<file path="config.mk">
export PLATFORM = sky130hd
export DESIGN_NAME = rsr_reset_and_stop_release
export DESIGN_NICKNAME = d
export VERILOG_FILES = /design/src/rsr_pkg.sv /design/src/rsr_reset_and_stop_release.sv
export SDC_FILE = /design/constraint.sdc
export NUM_CORES = 1
export LEC_CHECK = 0
export ABC_AREA = 1
export BUFFER_PORTS_ARGS = -buffer_cell sky130_fd_sc_hd__buf_2
export CAP_MARGIN = 20
export CORE_MARGIN = 3
export CORE_UTILIZATION = 44
export DETAILED_ROUTE_END_ITERATION = 10
export PLACE_DENSITY = 0.77
export SKIP_LAST_GASP = 1
export SYNTH_ARGS = -nofsm -noshare
export SYNTH_HDL_FRONTEND = slang
export SYNTH_SLANG_ARGS = --single-unit
</file>
<file path="constraint.sdc">
create_clock -name CORE_CLK -period 1.93 [get_ports CORE_CLK]
set_clock_uncertainty 0.1 [all_clocks]
set_input_delay 0.0965 -clock CORE_CLK [delete_from_list [all_inputs] [get_ports CORE_CLK]]
set_output_delay 0.0965 -clock CORE_CLK [all_outputs]
set_load 0.005 [all_outputs]
</file>
<file path="src/rsr_pkg.sv">
`default_nettype none
package rsr_pkg;

	// ************************************************************
	// sequencer states, gray coded along the normal path
	// ************************************************************
	typedef enum logic [2:0] {
		RSR_ST_RESET = 3'h0,
		RSR_ST_WAIT  = 3'h1,
		RSR_ST_VLO   = 3'h3,
		RSR_ST_VHI   = 3'h2,
		RSR_ST_LOAD  = 3'h6,
		RSR_ST_RUN   = 3'h7,
		RSR_ST_STOP  = 3'h5,
		RSR_ST_SWAIT = 3'h4
	} rsr_state_t;

	// ************************************************************
	// stabilization wait, counted in main clock periods
	// ************************************************************
	localparam int          RSR_STAB_EXP    = 17;
	localparam int          RSR_STAB_PERIODS = 2 ** RSR_STAB_EXP;
	localparam int          RSR_CNT_W       = 18;

	// ************************************************************
	// reset vector and post-reset register values
	// ************************************************************
	localparam logic [15:0] RSR_VEC_ADDR_LO = 16'h0000;
	localparam logic [15:0] RSR_VEC_ADDR_HI = 16'h0001;
	localparam logic [7:0]  RSR_PSW_RST     = 8'h02;
	localparam logic [7:0]  RSR_PORT_RST    = 8'h00;
	localparam logic [7:0]  RSR_PMODE_RST   = 8'hff;
	localparam logic [7:0]  RSR_PULLUP_RST  = 8'h00;
	localparam logic [7:0]  RSR_PCC_RST     = 8'h04;
	localparam logic [7:0]  RSR_IMS_RST     = 8'hcf;
	localparam logic [7:0]  RSR_STABILIZATION_TIME_SELECT_RST    = 8'h04;
	localparam logic [7:0]  RSR_TIMER_RST   = 8'h00;

	// ************************************************************
	// register port map and fields
	// ************************************************************
	localparam logic [1:0]  RSR_REG_STATUS  = 2'h0;
	localparam logic [1:0]  RSR_REG_CAUSE   = 2'h1;
	localparam logic [1:0]  RSR_REG_CTRL    = 2'h2;
	localparam int          RSR_CAUSE_EXT   = 0;
	localparam int          RSR_CAUSE_WDT   = 1;
	localparam int          RSR_CAUSE_CLK   = 2;
	localparam int          RSR_CTRL_STOP   = 0;

	// ************************************************************
	// values handed to the core and peripherals at reset end
	// ************************************************************
	typedef struct packed {
		logic [7:0] program_status_word;
		logic [7:0] port_latch;
		logic [7:0] port_mode;
		logic [7:0] pull_up;
		logic [7:0] processor_clock_control;
		logic [7:0] memory_size_select;
		logic [7:0] stabilization_time_select;
		logic [7:0] timer_clr;
	} rsr_init_t;

	localparam rsr_init_t RSR_INIT_VALUES = '{
		program_status_word:        RSR_PSW_RST,
		port_latch: RSR_PORT_RST,
		port_mode:  RSR_PMODE_RST,
		pull_up:    RSR_PULLUP_RST,
		processor_clock_control:        RSR_PCC_RST,
		memory_size_select:        RSR_IMS_RST,
		stabilization_time_select:       RSR_STABILIZATION_TIME_SELECT_RST,
		timer_clr:  RSR_TIMER_RST
	};

	// ************************************************************
	// interrupt request that woke the device
	// ************************************************************
	typedef struct packed {
		logic req;
		logic mask;
		logic prio;
		logic enable;
		logic in_service;
	} rsr_irq_t;

endpackage
`default_nettype wire

</file>
<file path="src/rsr_reset_and_stop_release.sv">
// Summary of operation
// reset is raised by a low reset pin, a watchdog overrun or a main clock failure.
// every reset kind behaves alike and loads the program counter from bytes 0000H and 0001H.
// port pins are high impedance during reset and during the following stabilization wait.
// after the reset pin goes high execution starts only after 2^17 main clock periods.
// a watchdog reset releases itself and execution resumes after the same 2^17 period wait.
// during reset the main oscillator is stopped while the subsystem oscillator keeps running.
// a reset that ends STOP keeps the retained STOP state except that port pins float.
// a reset during STOP leaves STOP, waits out stabilization, then does normal reset work.
// an unmasked request ends STOP and is serviced per enable and in-service priority flags.
// a request whose mask flag is 1 leaves the device in STOP whatever the other flags.
// after reset the program counter holds the vector, stack pointer is undefined, PROGRAM_STATUS_WORD is 02H.
// during reset and the wait only the program counter is undefined, other state is kept.
// data memory is undefined after power-on but kept across a reset taken from standby.
// reset sets port latches and pull-ups 00H, directions FFH, clock 04H, size CFH, stabilization_time_select 04H.
// reset clears all timer, watchdog and clock output select registers to 00H; the code carries only timer_clr, set to 00H.
// an interrupt wake from STOP waits out stabilization, then services or resumes.
// the wait is a main clock counter that holds reset or the stall until terminal count.
//
// Strobed register access and the address map were decided locally.
`default_nettype none
module rsr_reset_and_stop_release #(
	parameter int STAB_CYCLES = rsr_pkg::RSR_STAB_PERIODS
) (
	input  wire logic              CORE_CLK,
	input  wire logic              RST_N,
	input  wire logic              RESET_PIN_N,
	input  wire logic              WDT_OVERRUN,
	input  wire logic              MAIN_CLK_FAIL,
	input  wire rsr_pkg::rsr_irq_t IRQ,
	input  wire logic [7:0]        VEC_DATA,
	input  wire logic [1:0]        REG_ADDR,
	input  wire logic [7:0]        REG_WDATA,
	input  wire logic              REG_WR,
	input  wire logic              REG_RD,
	output logic [7:0]             REG_RDATA,
	output logic                   CORE_RESET,
	output logic                   CPU_STALL,
	output logic                   PORT_HIZ,
	output logic                   MAIN_OSC_EN,
	output logic                   SUB_OSC_EN,
	output logic                   VEC_RD,
	output logic [15:0]            VEC_ADDR,
	output logic [15:0]            PC_VALUE,
	output logic                   PC_LOAD,
	output logic                   REG_INIT,
	output rsr_pkg::rsr_init_t     INIT_VALUES,
	output logic                   RAM_RETAIN,
	output logic                   INT_SERVICE,
	output logic                   RESUME_NEXT,
	output logic                   STOP_ACTIVE
);
	import rsr_pkg::*;

	localparam logic [RSR_CNT_W-1:0] STAB_LAST =
		RSR_CNT_W'(STAB_CYCLES - 1);

	// ************************************************************
	// reset release synchroniser
	// ************************************************************
	logic                 rst_meta_ff;
	logic                 rst_sync_ff;

	// two stage release of the asynchronous reset
	always_ff @(posedge CORE_CLK or negedge RST_N) begin
		if (!RST_N) begin
			rst_meta_ff <= 1'b0;
			rst_sync_ff <= 1'b0;
		end else begin
			rst_meta_ff <= 1'b1;
			rst_sync_ff <= rst_meta_ff;
		end
	end

	wire                  rst_n = rst_sync_ff;

	// ************************************************************
	// state and storage
	// ************************************************************
	rsr_state_t           state_ff;
	rsr_state_t           nxt_state;
	logic [RSR_CNT_W-1:0] cnt_ff;
	logic [RSR_CNT_W-1:0] nxt_cnt;
	logic [7:0]           vec_lo_ff;
	logic [15:0]          pc_ff;
	logic                 pc_load_ff;
	logic                 init_ff;
	logic                 standby_ff;
	logic                 nxt_standby;
	logic [2:0]           cause_ff;
	logic                 stop_req_ff;
	logic                 svc_ff;
	logic                 next_ff;
	logic [7:0]           rdata_ff;
	rsr_irq_t             wake_ff;

	// ************************************************************
	// decode
	// ************************************************************
	function automatic logic is_state(input rsr_state_t s,
	                                  input rsr_state_t t);
		is_state = (s == t);
	endfunction

	// any of the three reset sources
	wire                  src_ext   = ~RESET_PIN_N;
	wire                  reset_req = src_ext | WDT_OVERRUN
	                                | MAIN_CLK_FAIL;
	wire                  in_stop   = is_state(state_ff, RSR_ST_STOP)
	                                | is_state(state_ff, RSR_ST_SWAIT);
	wire                  cnt_done  = (cnt_ff == STAB_LAST);
	// a masked request never wakes the device
	wire                  wake      = IRQ.req & ~IRQ.mask;
	// service decision from the flags latched at wake
	wire                  do_service = wake_ff.prio
	                                 ? (wake_ff.enable & wake_ff.in_service)
	                                 : wake_ff.enable;
	wire                  wr_cause  = REG_WR & (REG_ADDR == RSR_REG_CAUSE);
	wire                  wr_ctrl   = REG_WR & (REG_ADDR == RSR_REG_CTRL);
	wire                  stop_go   = wr_ctrl & REG_WDATA[RSR_CTRL_STOP];
	wire [2:0]            cause_set = {MAIN_CLK_FAIL, WDT_OVERRUN, src_ext};

	// ************************************************************
	// sequencer next state
	// ************************************************************
	always_comb begin
		nxt_state   = state_ff;
		nxt_cnt     = cnt_ff;
		nxt_standby = standby_ff;
		if (reset_req) begin
			// any reset restarts the sequence, a reset taken from STOP also sets standby
			nxt_state = RSR_ST_RESET;
			nxt_cnt   = '0;
			if (in_stop)
				nxt_standby = 1'b1;
		end else begin
			case (state_ff)
			RSR_ST_RESET: begin
				// pin high or self releasing source gone
				nxt_state = RSR_ST_WAIT;
				nxt_cnt   = '0;
			end
			RSR_ST_WAIT: begin
				nxt_cnt = cnt_ff + 1'b1;
				if (cnt_done)
					nxt_state = RSR_ST_VLO;
			end
			RSR_ST_VLO:
				nxt_state = RSR_ST_VHI;
			RSR_ST_VHI:
				nxt_state = RSR_ST_LOAD;
			RSR_ST_LOAD:
				nxt_state = RSR_ST_RUN;
			RSR_ST_RUN: begin
				if (stop_req_ff)
					nxt_state = RSR_ST_STOP;
			end
			RSR_ST_STOP: begin
				nxt_cnt = '0;
				if (wake)
					nxt_state = RSR_ST_SWAIT;
			end
			RSR_ST_SWAIT: begin
				nxt_cnt = cnt_ff + 1'b1;
				if (cnt_done)
					nxt_state = RSR_ST_RUN;
			end
			default: begin
				nxt_state = RSR_ST_RESET;
				nxt_cnt   = '0;
			end
			endcase
		end
	end

	// state, counter and standby origin
	always_ff @(posedge CORE_CLK or negedge rst_n) begin
		if (!rst_n) begin
			state_ff   <= RSR_ST_RESET;
			cnt_ff     <= '0;
			standby_ff <= 1'b0;
		end else begin
			state_ff   <= nxt_state;
			cnt_ff     <= nxt_cnt;
			standby_ff <= nxt_standby;
		end
	end

	// ************************************************************
	// reset vector fetch and program counter load
	// ************************************************************
	// vector byte arrives the cycle after its read
	always_ff @(posedge CORE_CLK or negedge rst_n) begin
		if (!rst_n) begin
			vec_lo_ff  <= 8'h00;
			pc_ff      <= 16'h0000;
			pc_load_ff <= 1'b0;
			init_ff    <= 1'b0;
		end else begin
			pc_load_ff <= 1'b0;
			init_ff    <= 1'b0;
			if (is_state(state_ff, RSR_ST_VHI))
				vec_lo_ff <= VEC_DATA;
			if (is_state(state_ff, RSR_ST_LOAD) && !reset_req) begin
				pc_ff      <= {VEC_DATA, vec_lo_ff};
				pc_load_ff <= 1'b1;
				init_ff    <= 1'b1;
			end
		end
	end

	// ************************************************************
	// stop request and wake handling
	// ************************************************************
	always_ff @(posedge CORE_CLK or negedge rst_n) begin
		if (!rst_n) begin
			stop_req_ff <= 1'b0;
			wake_ff     <= '0;
			svc_ff      <= 1'b0;
			next_ff     <= 1'b0;
		end else begin
			svc_ff  <= 1'b0;
			next_ff <= 1'b0;
			if (reset_req || is_state(state_ff, RSR_ST_RUN))
				stop_req_ff <= stop_go & ~reset_req;
			else if (stop_go)
				stop_req_ff <= 1'b1;
			if (is_state(state_ff, RSR_ST_STOP) && wake)
				wake_ff <= IRQ;
			if (is_state(state_ff, RSR_ST_SWAIT) && cnt_done
			    && !reset_req) begin
				svc_ff  <= do_service;
				next_ff <= ~do_service;
			end
		end
	end

	// ************************************************************
	// reset cause flags, hardware set wins over clear
	// ************************************************************
	always_ff @(posedge CORE_CLK or negedge rst_n) begin
		if (!rst_n)
			cause_ff <= 3'h0;
		else if (wr_cause)
			cause_ff <= (cause_ff & ~REG_WDATA[2:0]) | cause_set;
		else
			cause_ff <= cause_ff | cause_set;
	end

	// ************************************************************
	// register read port
	// ************************************************************
	wire [7:0] status_word = {2'h0, standby_ff, stop_req_ff,
	                          cnt_done, state_ff};
	wire [7:0] rd_mux = (REG_ADDR == RSR_REG_STATUS) ? status_word
	                  : (REG_ADDR == RSR_REG_CAUSE)  ? {5'h00, cause_ff}
	                  : (REG_ADDR == RSR_REG_CTRL)   ? {7'h00, stop_req_ff}
	                  : 8'h00;

	// read data stands one cycle after the strobe
	always_ff @(posedge CORE_CLK or negedge rst_n) begin
		if (!rst_n)
			rdata_ff <= 8'h00;
		else if (REG_RD)
			rdata_ff <= rd_mux;
		else
			rdata_ff <= 8'h00;
	end

	// ************************************************************
	// outputs
	// ************************************************************
	// core held in reset through the wait and vector fetch
	assign CORE_RESET  = is_state(state_ff, RSR_ST_RESET)
	                   | is_state(state_ff, RSR_ST_WAIT)
	                   | is_state(state_ff, RSR_ST_VLO)
	                   | is_state(state_ff, RSR_ST_VHI)
	                   | is_state(state_ff, RSR_ST_LOAD);
	assign CPU_STALL   = in_stop;
	// pins float during reset and the stabilization wait
	assign PORT_HIZ    = is_state(state_ff, RSR_ST_RESET)
	                   | is_state(state_ff, RSR_ST_WAIT);
	// main oscillator off in reset and in stop, sub always on
	assign MAIN_OSC_EN = ~is_state(state_ff, RSR_ST_RESET)
	                   & ~is_state(state_ff, RSR_ST_STOP);
	assign SUB_OSC_EN  = 1'b1;
	assign VEC_RD      = is_state(state_ff, RSR_ST_VLO)
	                   | is_state(state_ff, RSR_ST_VHI);
	assign VEC_ADDR    = is_state(state_ff, RSR_ST_VHI) ? RSR_VEC_ADDR_HI
	                   : RSR_VEC_ADDR_LO;
	assign PC_VALUE    = pc_ff;
	assign PC_LOAD     = pc_load_ff;
	assign REG_INIT    = init_ff;
	assign INIT_VALUES = RSR_INIT_VALUES;
	assign RAM_RETAIN  = standby_ff;
	assign INT_SERVICE = svc_ff;
	assign RESUME_NEXT = next_ff;
	assign STOP_ACTIVE = in_stop;
	assign REG_RDATA   = rdata_ff;

endmodule // rsr_reset_and_stop_release
`default_nettype wire

</file>
==> results.tsv, run 1 <==
metric	value	unit
fp.dieW	97.1	microns
slew_headroom	65.8	%
min_from	IRQ[3]	
power.density	729	mW/mm^2
cts_buffer_depth	2	
synth_edf_count	0	
crit_type	in2reg	
min_path_cells	4	
nFillCells	699	
synth.top_cells.by_area	dfrtp_1, buf_4, nand2_1	
clk_pin_slew	0.07	ns
vias_per_cell	4.49	
first_pass_iters	4	
cpPeakStageDelay	0.56	ns
cp.required	2.08	ns
ir_drop	0.442	mV
drc_errors	0	
cts_resized	0	
drive_gt1_share	19.1	%
grt_start_max_net_pins	27	
worstReg2RegEnd	cnt_ff[10]$_DFFE_PN0P_	
grt_pass1_wl	12700	microns
cap_viol_max_count	0	
drt-initial-drc-count	193	
nets	571	
r2r_start	cnt_ff[0]$_DFFE_PN0P_	
ys_types	32	
path_cells	dlygate4sd3_1 > buf_2 > inv_1 > nand2_1 > inv_1 > nand2_1 > o31ai_1 > nand2_1 > dlygate4sd3_1 > o21ai_0	
synth_top_area_cell	dfrtp_1	
hold_buffers	25	
path_max_fanout	6	
io_pins	146	
finalSetupTns	0	ns
num_vias	2907	
numCtsBuffers	9	
cts_sinks	64	
ys_warn_count	0	
synth_seq_cells	64	
clkLatencyLatePin	0.35	ns
dpl.hpwl	5290	microns
rrSetupSlack	0.26	ns
cp.arrival	1.93	ns
initial_core_util	46.3	%
fp.dieH	97.1	microns
min_period_over_period	92.1	%
whs	0.0529	ns
track_usage	16.2	%
dieArea	0.00944	sq mm
avgSynthCellArea	8.10	sq um
worst_path_max_delay_cell	dlygate4sd3_1	
slew_violations	0	
post_cts_buffers	0	
path_common_cell	nand2_1	
postSynthCellCount	451	
start_kind	primary input	
grt_pass1_vias	2815	
antenna_found_initial	0	
cp_top_family	buffers and inverters	
ant_nets	0	
syn2layout_area_growth	15.7	%
synth_top_area_share	43.8	%
end_kind	flop	
overflow	0	
seq_area_frac_synth	43.8	%
synth_flop_cell	dfrtp_1	
async_flop_share	100	%
reg2regPathDepth	8	
wirelength	7450	microns
clock-root-buffer	clkbuf_8	
crit_buf_inv	5	
period_minus_slack	1.78	ns
gp_congestion	0.873	
cts_tree	yes	
tightest_slew	0.512	ns
hold-path-endpoint	wake_ff[0]$_DFFE_PN0P_	
status	finished clean	
finalHoldViolCount	0	
htreeDepth	3	
hold_class	in2reg	
synth_area	0.00365	sq mm
n_antenna_cell	0	
fmax	0.563	GHz
setup_viol	0	
io_buffers	58	
p_leak	2.31	nW
wl_per_cell	11.5	microns
rsz0062_at_grt	no	
core	0.00789	sq mm
core.rowCount	32	
==> logic make-up after synthesis <==
| group | synth area share [%] |
|---|---|
| buf+inv | 23.6 |
| flops | 43.8 |
| fa+ha+maj | 0.342 |
| mux | 0.616 |
| other cells | 0.205 |
| simple gates | 22.8 |
| compound gates | 8.59 |
==> worst max path at each step <==
stage,start,endpoint,cells past startpoint
floorplan,cnt_ff[0]$_DFFE_PN0P_,cnt_ff[10]$_DFFE_PN0P_,8
global placement,cnt_ff[0]$_DFFE_PN0P_,cnt_ff[10]$_DFFE_PN0P_,8
detailed placement,cnt_ff[0]$_DFFE_PN0P_,cnt_ff[10]$_DFFE_PN0P_,8
CTS,MAIN_CLK_FAIL,PC_VALUE[9]$_DFFE_PN0P_,9
global route,cnt_ff[0]$_DFFE_PN0P_,cnt_ff[10]$_DFFE_PN0P_,8
finish,REG_ADDR[1],REG_RDATA[0]$_DFF_PN0_,10
==> through the flow <==
stage	util [%]	area [sq um]	setup WS (ns)	power [mW]	std cells
3_5_place_dp	47.3	3730	0.304	1.66	606
5_1_grt	53.6	4230	0.0325	3.20	647
3_3_place_gp	47.3	3730	0.357	1.66	606
6_report	53.6	4230	0.152	3.08	647
2_1_floorplan	-	3960	0.497	1.71	532
4_1_cts	53.6	4230	0.200	3.10	647
==> layer usage <==
layer	part of all wire, %	vias up	track usage, %
li1	-	1424	-
met1	39	1352	18.7
met2	51	121	28.1
met3	8.4	10	4.38
met4	1.0	0	6.91
met5	0	-	0
==> synth_stat cells, types with 2 or more instances <==
| library cell | n |
|---|---|
| nand3_1 | 26 |
| inv_1 | 41 |
| conb_1 | 2 |
| buf_4 | 85 |
| nor2_1 | 37 |
| o21ai_2 | 7 |
| nor3_1 | 6 |
| dfrtp_1 | 64 |
| nand4_1 | 3 |
| nand2_2 | 2 |
| o21ai_0 | 21 |
| a21oi_1 | 17 |
| a21oi_2 | 3 |
| nor2_2 | 3 |
| mux2_2 | 2 |
| buf_6 | 3 |
| nand2_1 | 113 |
| clkbuf_1 | 2 |
==> power breakdown <==
group | internal, mW | switching (mW) | leakage, nW
logic | 0.100 | 0.140 | 1.35
registers | 1.40 | 0.0385 | 0.840
clock network | 0.859 | 0.544 | 0.119
total | 2.36 | 0.722 | 2.31
==> worst min-delay path, cell delays in order <==
cell and delay, ns:
buf_2 0.07, nor2_1 0.05, nand2_1 0.14, a21oi_1 0.09
==> flip-flops by register name, indices dropped and copies added (netlist names) <==
| register | count |
|---|---|
| INT_SERVICE | 1 |
| PC_VALUE | 16 |
| RAM_RETAIN | 1 |
| REG_INIT | 1 |
| REG_RDATA | 6 |
| RESUME_NEXT | 1 |
| cause_ff | 3 |
| cnt_ff | 18 |
| rst_meta_ff | 1 |
| rst_n | 1 |
| state_ff | 3 |
| stop_req_ff | 1 |
| vec_lo_ff | 8 |
| wake_ff | 3 |
==> cells in the final DEF, fill, tap and decap left out, drive strengths merged <==
master and n:
nand2 116, conb 83, dfrtp 64, buf 63, inv 43, nor2 42
o21ai 28, nand3 27, dlygate4sd3 25, a21oi 20, clkbuf 9, nor3 6
clkinv 4, nand4 3, bufinv 3, mux2 2, o31ai 1, o22ai 1
o21bai 1, a31oi 1, a22o 1, ha 1, clkinvlp 1
==> layout make-up <==
| class | count | area [sq um] | share of cell area, % |
|---|---|---|---|
| Sequential cell | 64 | 1600 | 37.9 |
| Inverter | 44 | 169 | 4.00 |
| Clock inverter | 7 | 120 | 2.84 |
| Clock buffer | 9 | 124 | 2.93 |
| Tap cell | 102 | 128 | 3.02 |
| Timing Repair Buffer | 88 | 591 | 14.0 |
| Multi-Input combinational cell | 333 | 1490 | 35.3 |
(Power assumes the default switching activity.)
==> run 2, diff against run 1 <==
--- a/config.mk
+++ b/config.mk
@@ -5,13 +5,13 @@
 export SDC_FILE = /design/constraint.sdc
 export NUM_CORES = 1
 export LEC_CHECK = 0
-export ABC_AREA = 1
+export ABC_AREA = 0
 export BUFFER_PORTS_ARGS = -buffer_cell sky130_fd_sc_hd__buf_2
 export CAP_MARGIN = 20
 export CORE_MARGIN = 3
-export CORE_UTILIZATION = 44
+export CORE_UTILIZATION = 43
 export DETAILED_ROUTE_END_ITERATION = 10
-export PLACE_DENSITY = 0.77
+export PLACE_DENSITY = 0.76
 export SKIP_LAST_GASP = 1
 export SYNTH_ARGS = -nofsm -noshare
 export SYNTH_HDL_FRONTEND = slang
==> run 2 against run 1 <==
- worst hold slack improved by 0.018 ns
- worst setup slack better by 0.013 ns
- via count decreased by 16%
- critical path depth shrank 3
- die area fell by 4.3%
- fmax grew 0.71%
- count of clock-buffer cells in the layout rose by 3
- clock power decreased by 24%
- register-to-register slack worse by 0.07 ns
- cell count fell by 18%
==> results.tsv, run 2 <==
metric	value	unit	change
status	finished clean		
gp_congestion	0.850		-2.5%
cp.arrival	1.88	ns	-0.05 ns
hold_class	in2reg		
first_pass_iters	4		unchanged
r2r_start	cnt_ff[0]$_DFFE_PN0P_		
ant_nets	0		unchanged
power.switching	0.598	mW	-17%
synth_flop_cell	dfrtp_1		
synth_top_cells_by_count	buf_4, dfrtp_1, mux2_2, nand2_1, o21ai_0		
seqCellArea	0.00160	sq mm	unchanged
cts_buffer_depth	2		unchanged
core	0.00749	sq mm	-5.1%
p_comb_share	7.0	%	-0.8 points
final_util	54.0	%	+0.35 points
setup_ws	0.165	ns	+0.0126 ns
num_vias	2444		-16%
synth_edf_count	0		unchanged
yosysMostFrequentCell	buf_4		
synth_seq_cells	64		unchanged
cp.required	2.05	ns	-0.03 ns
rsz0062_at_grt	no		
worst_path_max_delay_cell	dlygate4sd3_1		
fp.dieW	95.0	microns	-2.2%
dieArea	0.00903	sq mm	-4.3%
internal_power	2.03	mW	-14%
antenna_found_initial	0		unchanged
initial_core_util	45.5	%	-0.79 points
n_antenna_cell	0		unchanged
end_kind	flop		
synth_area	0.00341	sq mm	-6.7%
crit_buf_inv	3		-2
dpl.hpwl	4470	microns	-15%
io_pins	146		unchanged
overflow	0		unchanged
multi_input_area	0.00142	sq mm	-5.2%
cts_tree	yes		
syn2layout_area_growth	18.5	%	
most-common-layout-cells	conb_1, dfrtp_1, buf_2		
fmax	0.567	GHz	+0.71%
track_usage	14.4	%	-1.8 points
ys_types	40		+25%
core.rowCount	31		-3.1%
top_register	cnt_ff		
numCtsBuffers	9		unchanged
largest_reg_flops	18		unchanged
finalSetupTns	0	ns	unchanged
nets	456		-20%
drc_errors	0		unchanged
synth.top_cells.by_area	dfrtp_1, buf_4, mux2_2		
drive_gt1_share	28.4	%	+9.3 points
seq_area_frac_synth	47.0	%	+3.2 points
clk_pin_slew	0.06	ns	about the same
p_sw_share	22.8	%	-0.65 points
start_kind	primary input		
cts_sinks	64		unchanged
synth_top_area_cell	dfrtp_1		
avgSynthCellArea	10.3	sq um	+27%
ir_drop	0.306	mV	-31%
clockPowerShare	40.9	%	-4.6 points
post_cts_buffers	0		unchanged
path_cells	dlygate4sd3_1 > buf_2 > nand2_1 > nor2_1 > nand2_1 > a21o_1 > dlygate4sd3_1		
cp-startpoint	REG_ADDR[0]		
ys_warn_count	0		unchanged
path_max_fanout	8		+2
htreeDepth	3		unchanged
period_minus_slack	1.77	ns	-0.0126 ns
power.density	650	mW/mm^2	-11%
setup_viol	0		unchanged
grt_pass1_vias	2199		-22%
cap_viol_max_count	0		unchanged
wl_per_cell	12.5	microns	+8.9%
post-place-ws	0.180	ns	-0.124 ns
nFillCells	624		-11%
pwr-share-seq	52.1	%	+5.4 points
cpPeakStageDelay	0.55	ns	about the same
synth_top_area_share	47.0	%	+3.2 points
io_buffers	58		unchanged
p_leak	2.13	nW	-7.8%
drt-initial-drc-count	133		-31%
async_flop_share	100	%	unchanged
fp.dieH	95.0	microns	-2.2%
final_common_cell	conb_1		
finalHoldViolCount	0		unchanged
wirelength	6630	microns	-11%
postSynthCellCount	332		-26%
vias_per_cell	4.62		+2.8%
clock-root-buffer	clkbuf_8		
grt_pass1_wl	10100	microns	-20%
cp_top_family	buffers and inverters		
clkLatencyLatePin	0.33	ns	-0.02 ns
grt_start_max_net_pins	37		+37%
min_from	REG_ADDR[1]		
min_period_over_period	91.5	%	-0.65 points
slew_violations	0		unchanged
crit_type	in2reg		
[run 2: cell types whose count changed in the layout (fill, tap and decap cells not counted), sizes merged, moves of 4 or more]
cell	change
inv	-41
a21oi	-12
nand2	-93
clkbuf	+4
mux2	+25
nand3	-21
a31oi	+5
buf	+9
o21ai	+4
nor2	-25
and3	+7
[run 2: power groups by stage]
stage | Combinational, mW | Clock (mW) | Sequential [mW]
floorplan | 0.191 | 0 | 1.41
global placement | 0.140 | 0 | 1.39
detailed placement | 0.142 | 0 | 1.39
CTS | 0.177 | 1.10 | 1.37
global route | 0.210 | 1.17 | 1.37
finish | 0.184 | 1.07 | 1.37
[run 2: final cells by class]
class	count	share of cell area, %
sequential	64	39.7
clock inverter	4	1.12
timing repair buffer	97	17.4
multi-input combinational	250	35.1
inverter	3	0.279
tap	99	3.07
clock buffer	12	3.35
[run 2: per-stage QoR]
| step | power (mW) | instances | area (sq um) | hold slack (ns) |
|---|---|---|---|---|
| 3_3_place_gp | 1.53 | 489 | 3560 | -0.217 |
| 3_5_place_dp | 1.54 | 489 | 3560 | -0.215 |
| 5_1_grt | 2.74 | 529 | 4040 | 0.0926 |
| 6_report | 2.63 | 529 | 4040 | 0.0708 |
| 4_1_cts | 2.65 | 529 | 3990 | 0.0552 |
| 2_1_floorplan | 1.60 | 413 | 3710 | -0.299 |
[run 2: final timing paths]
kind / endpoint / slack (ns) / cells past startpoint
worst min-delay path: REG_RDATA[2]$_DFF_PN0_ / 0.07 / 3
worst max register to register: state_ff[1]$_DFFE_PN0P_ / 0.19 / 6
worst max-delay path: cause_ff[2]$_DFF_PN0_ / 0.16 / 7
min in group asynchronous: PC_VALUE[14]$_DFFE_PN0P_ / 0.13 / 1
max in group asynchronous: rst_n$_DFF_PN0_ / 1.09 / 3
worst min register to register: PC_VALUE[14]$_DFFE_PN0P_ / 0.13 / 1
[run 2: timing repair]
item	4_1_cts	5_1_grt
endpoints found under the hold margin	30	0
hold buffers	24	0
setup endpoints to repair	0	10
gates resized for setup	0	9
[run 2: worst reg2reg max path: stages, from the launching register on]
cell and delay [ns]:
dfrtp_1 0.37, ha_1 0.19, and3_1 0.18, and3_1 0.24, and4b_1 0.26, o21ai_0 0.09, a211oi_1 0.23
[run 2: cell families after synthesis]
logic type	count (synthesis)	share of synthesized area [%]
fa+ha+maj	1	0.367
xor+xnor	1	0.257
buf+inv	99	20.9
mux	30	9.80
compound gates	54	8.95
other cells	2	0.220
flops	64	47.0
simple gates	81	12.5
[run 2: layer usage]
metal	global-route usage [%]	vias up	routed length [microns]	part of all wire, %
li1	-	1163	-	-
met1	16.6	1166	2640	40
met2	25.1	106	3400	51
met3	3.31	9	504	7.6
met4	7.09	0	85	1.3
met5	0	-	0	0
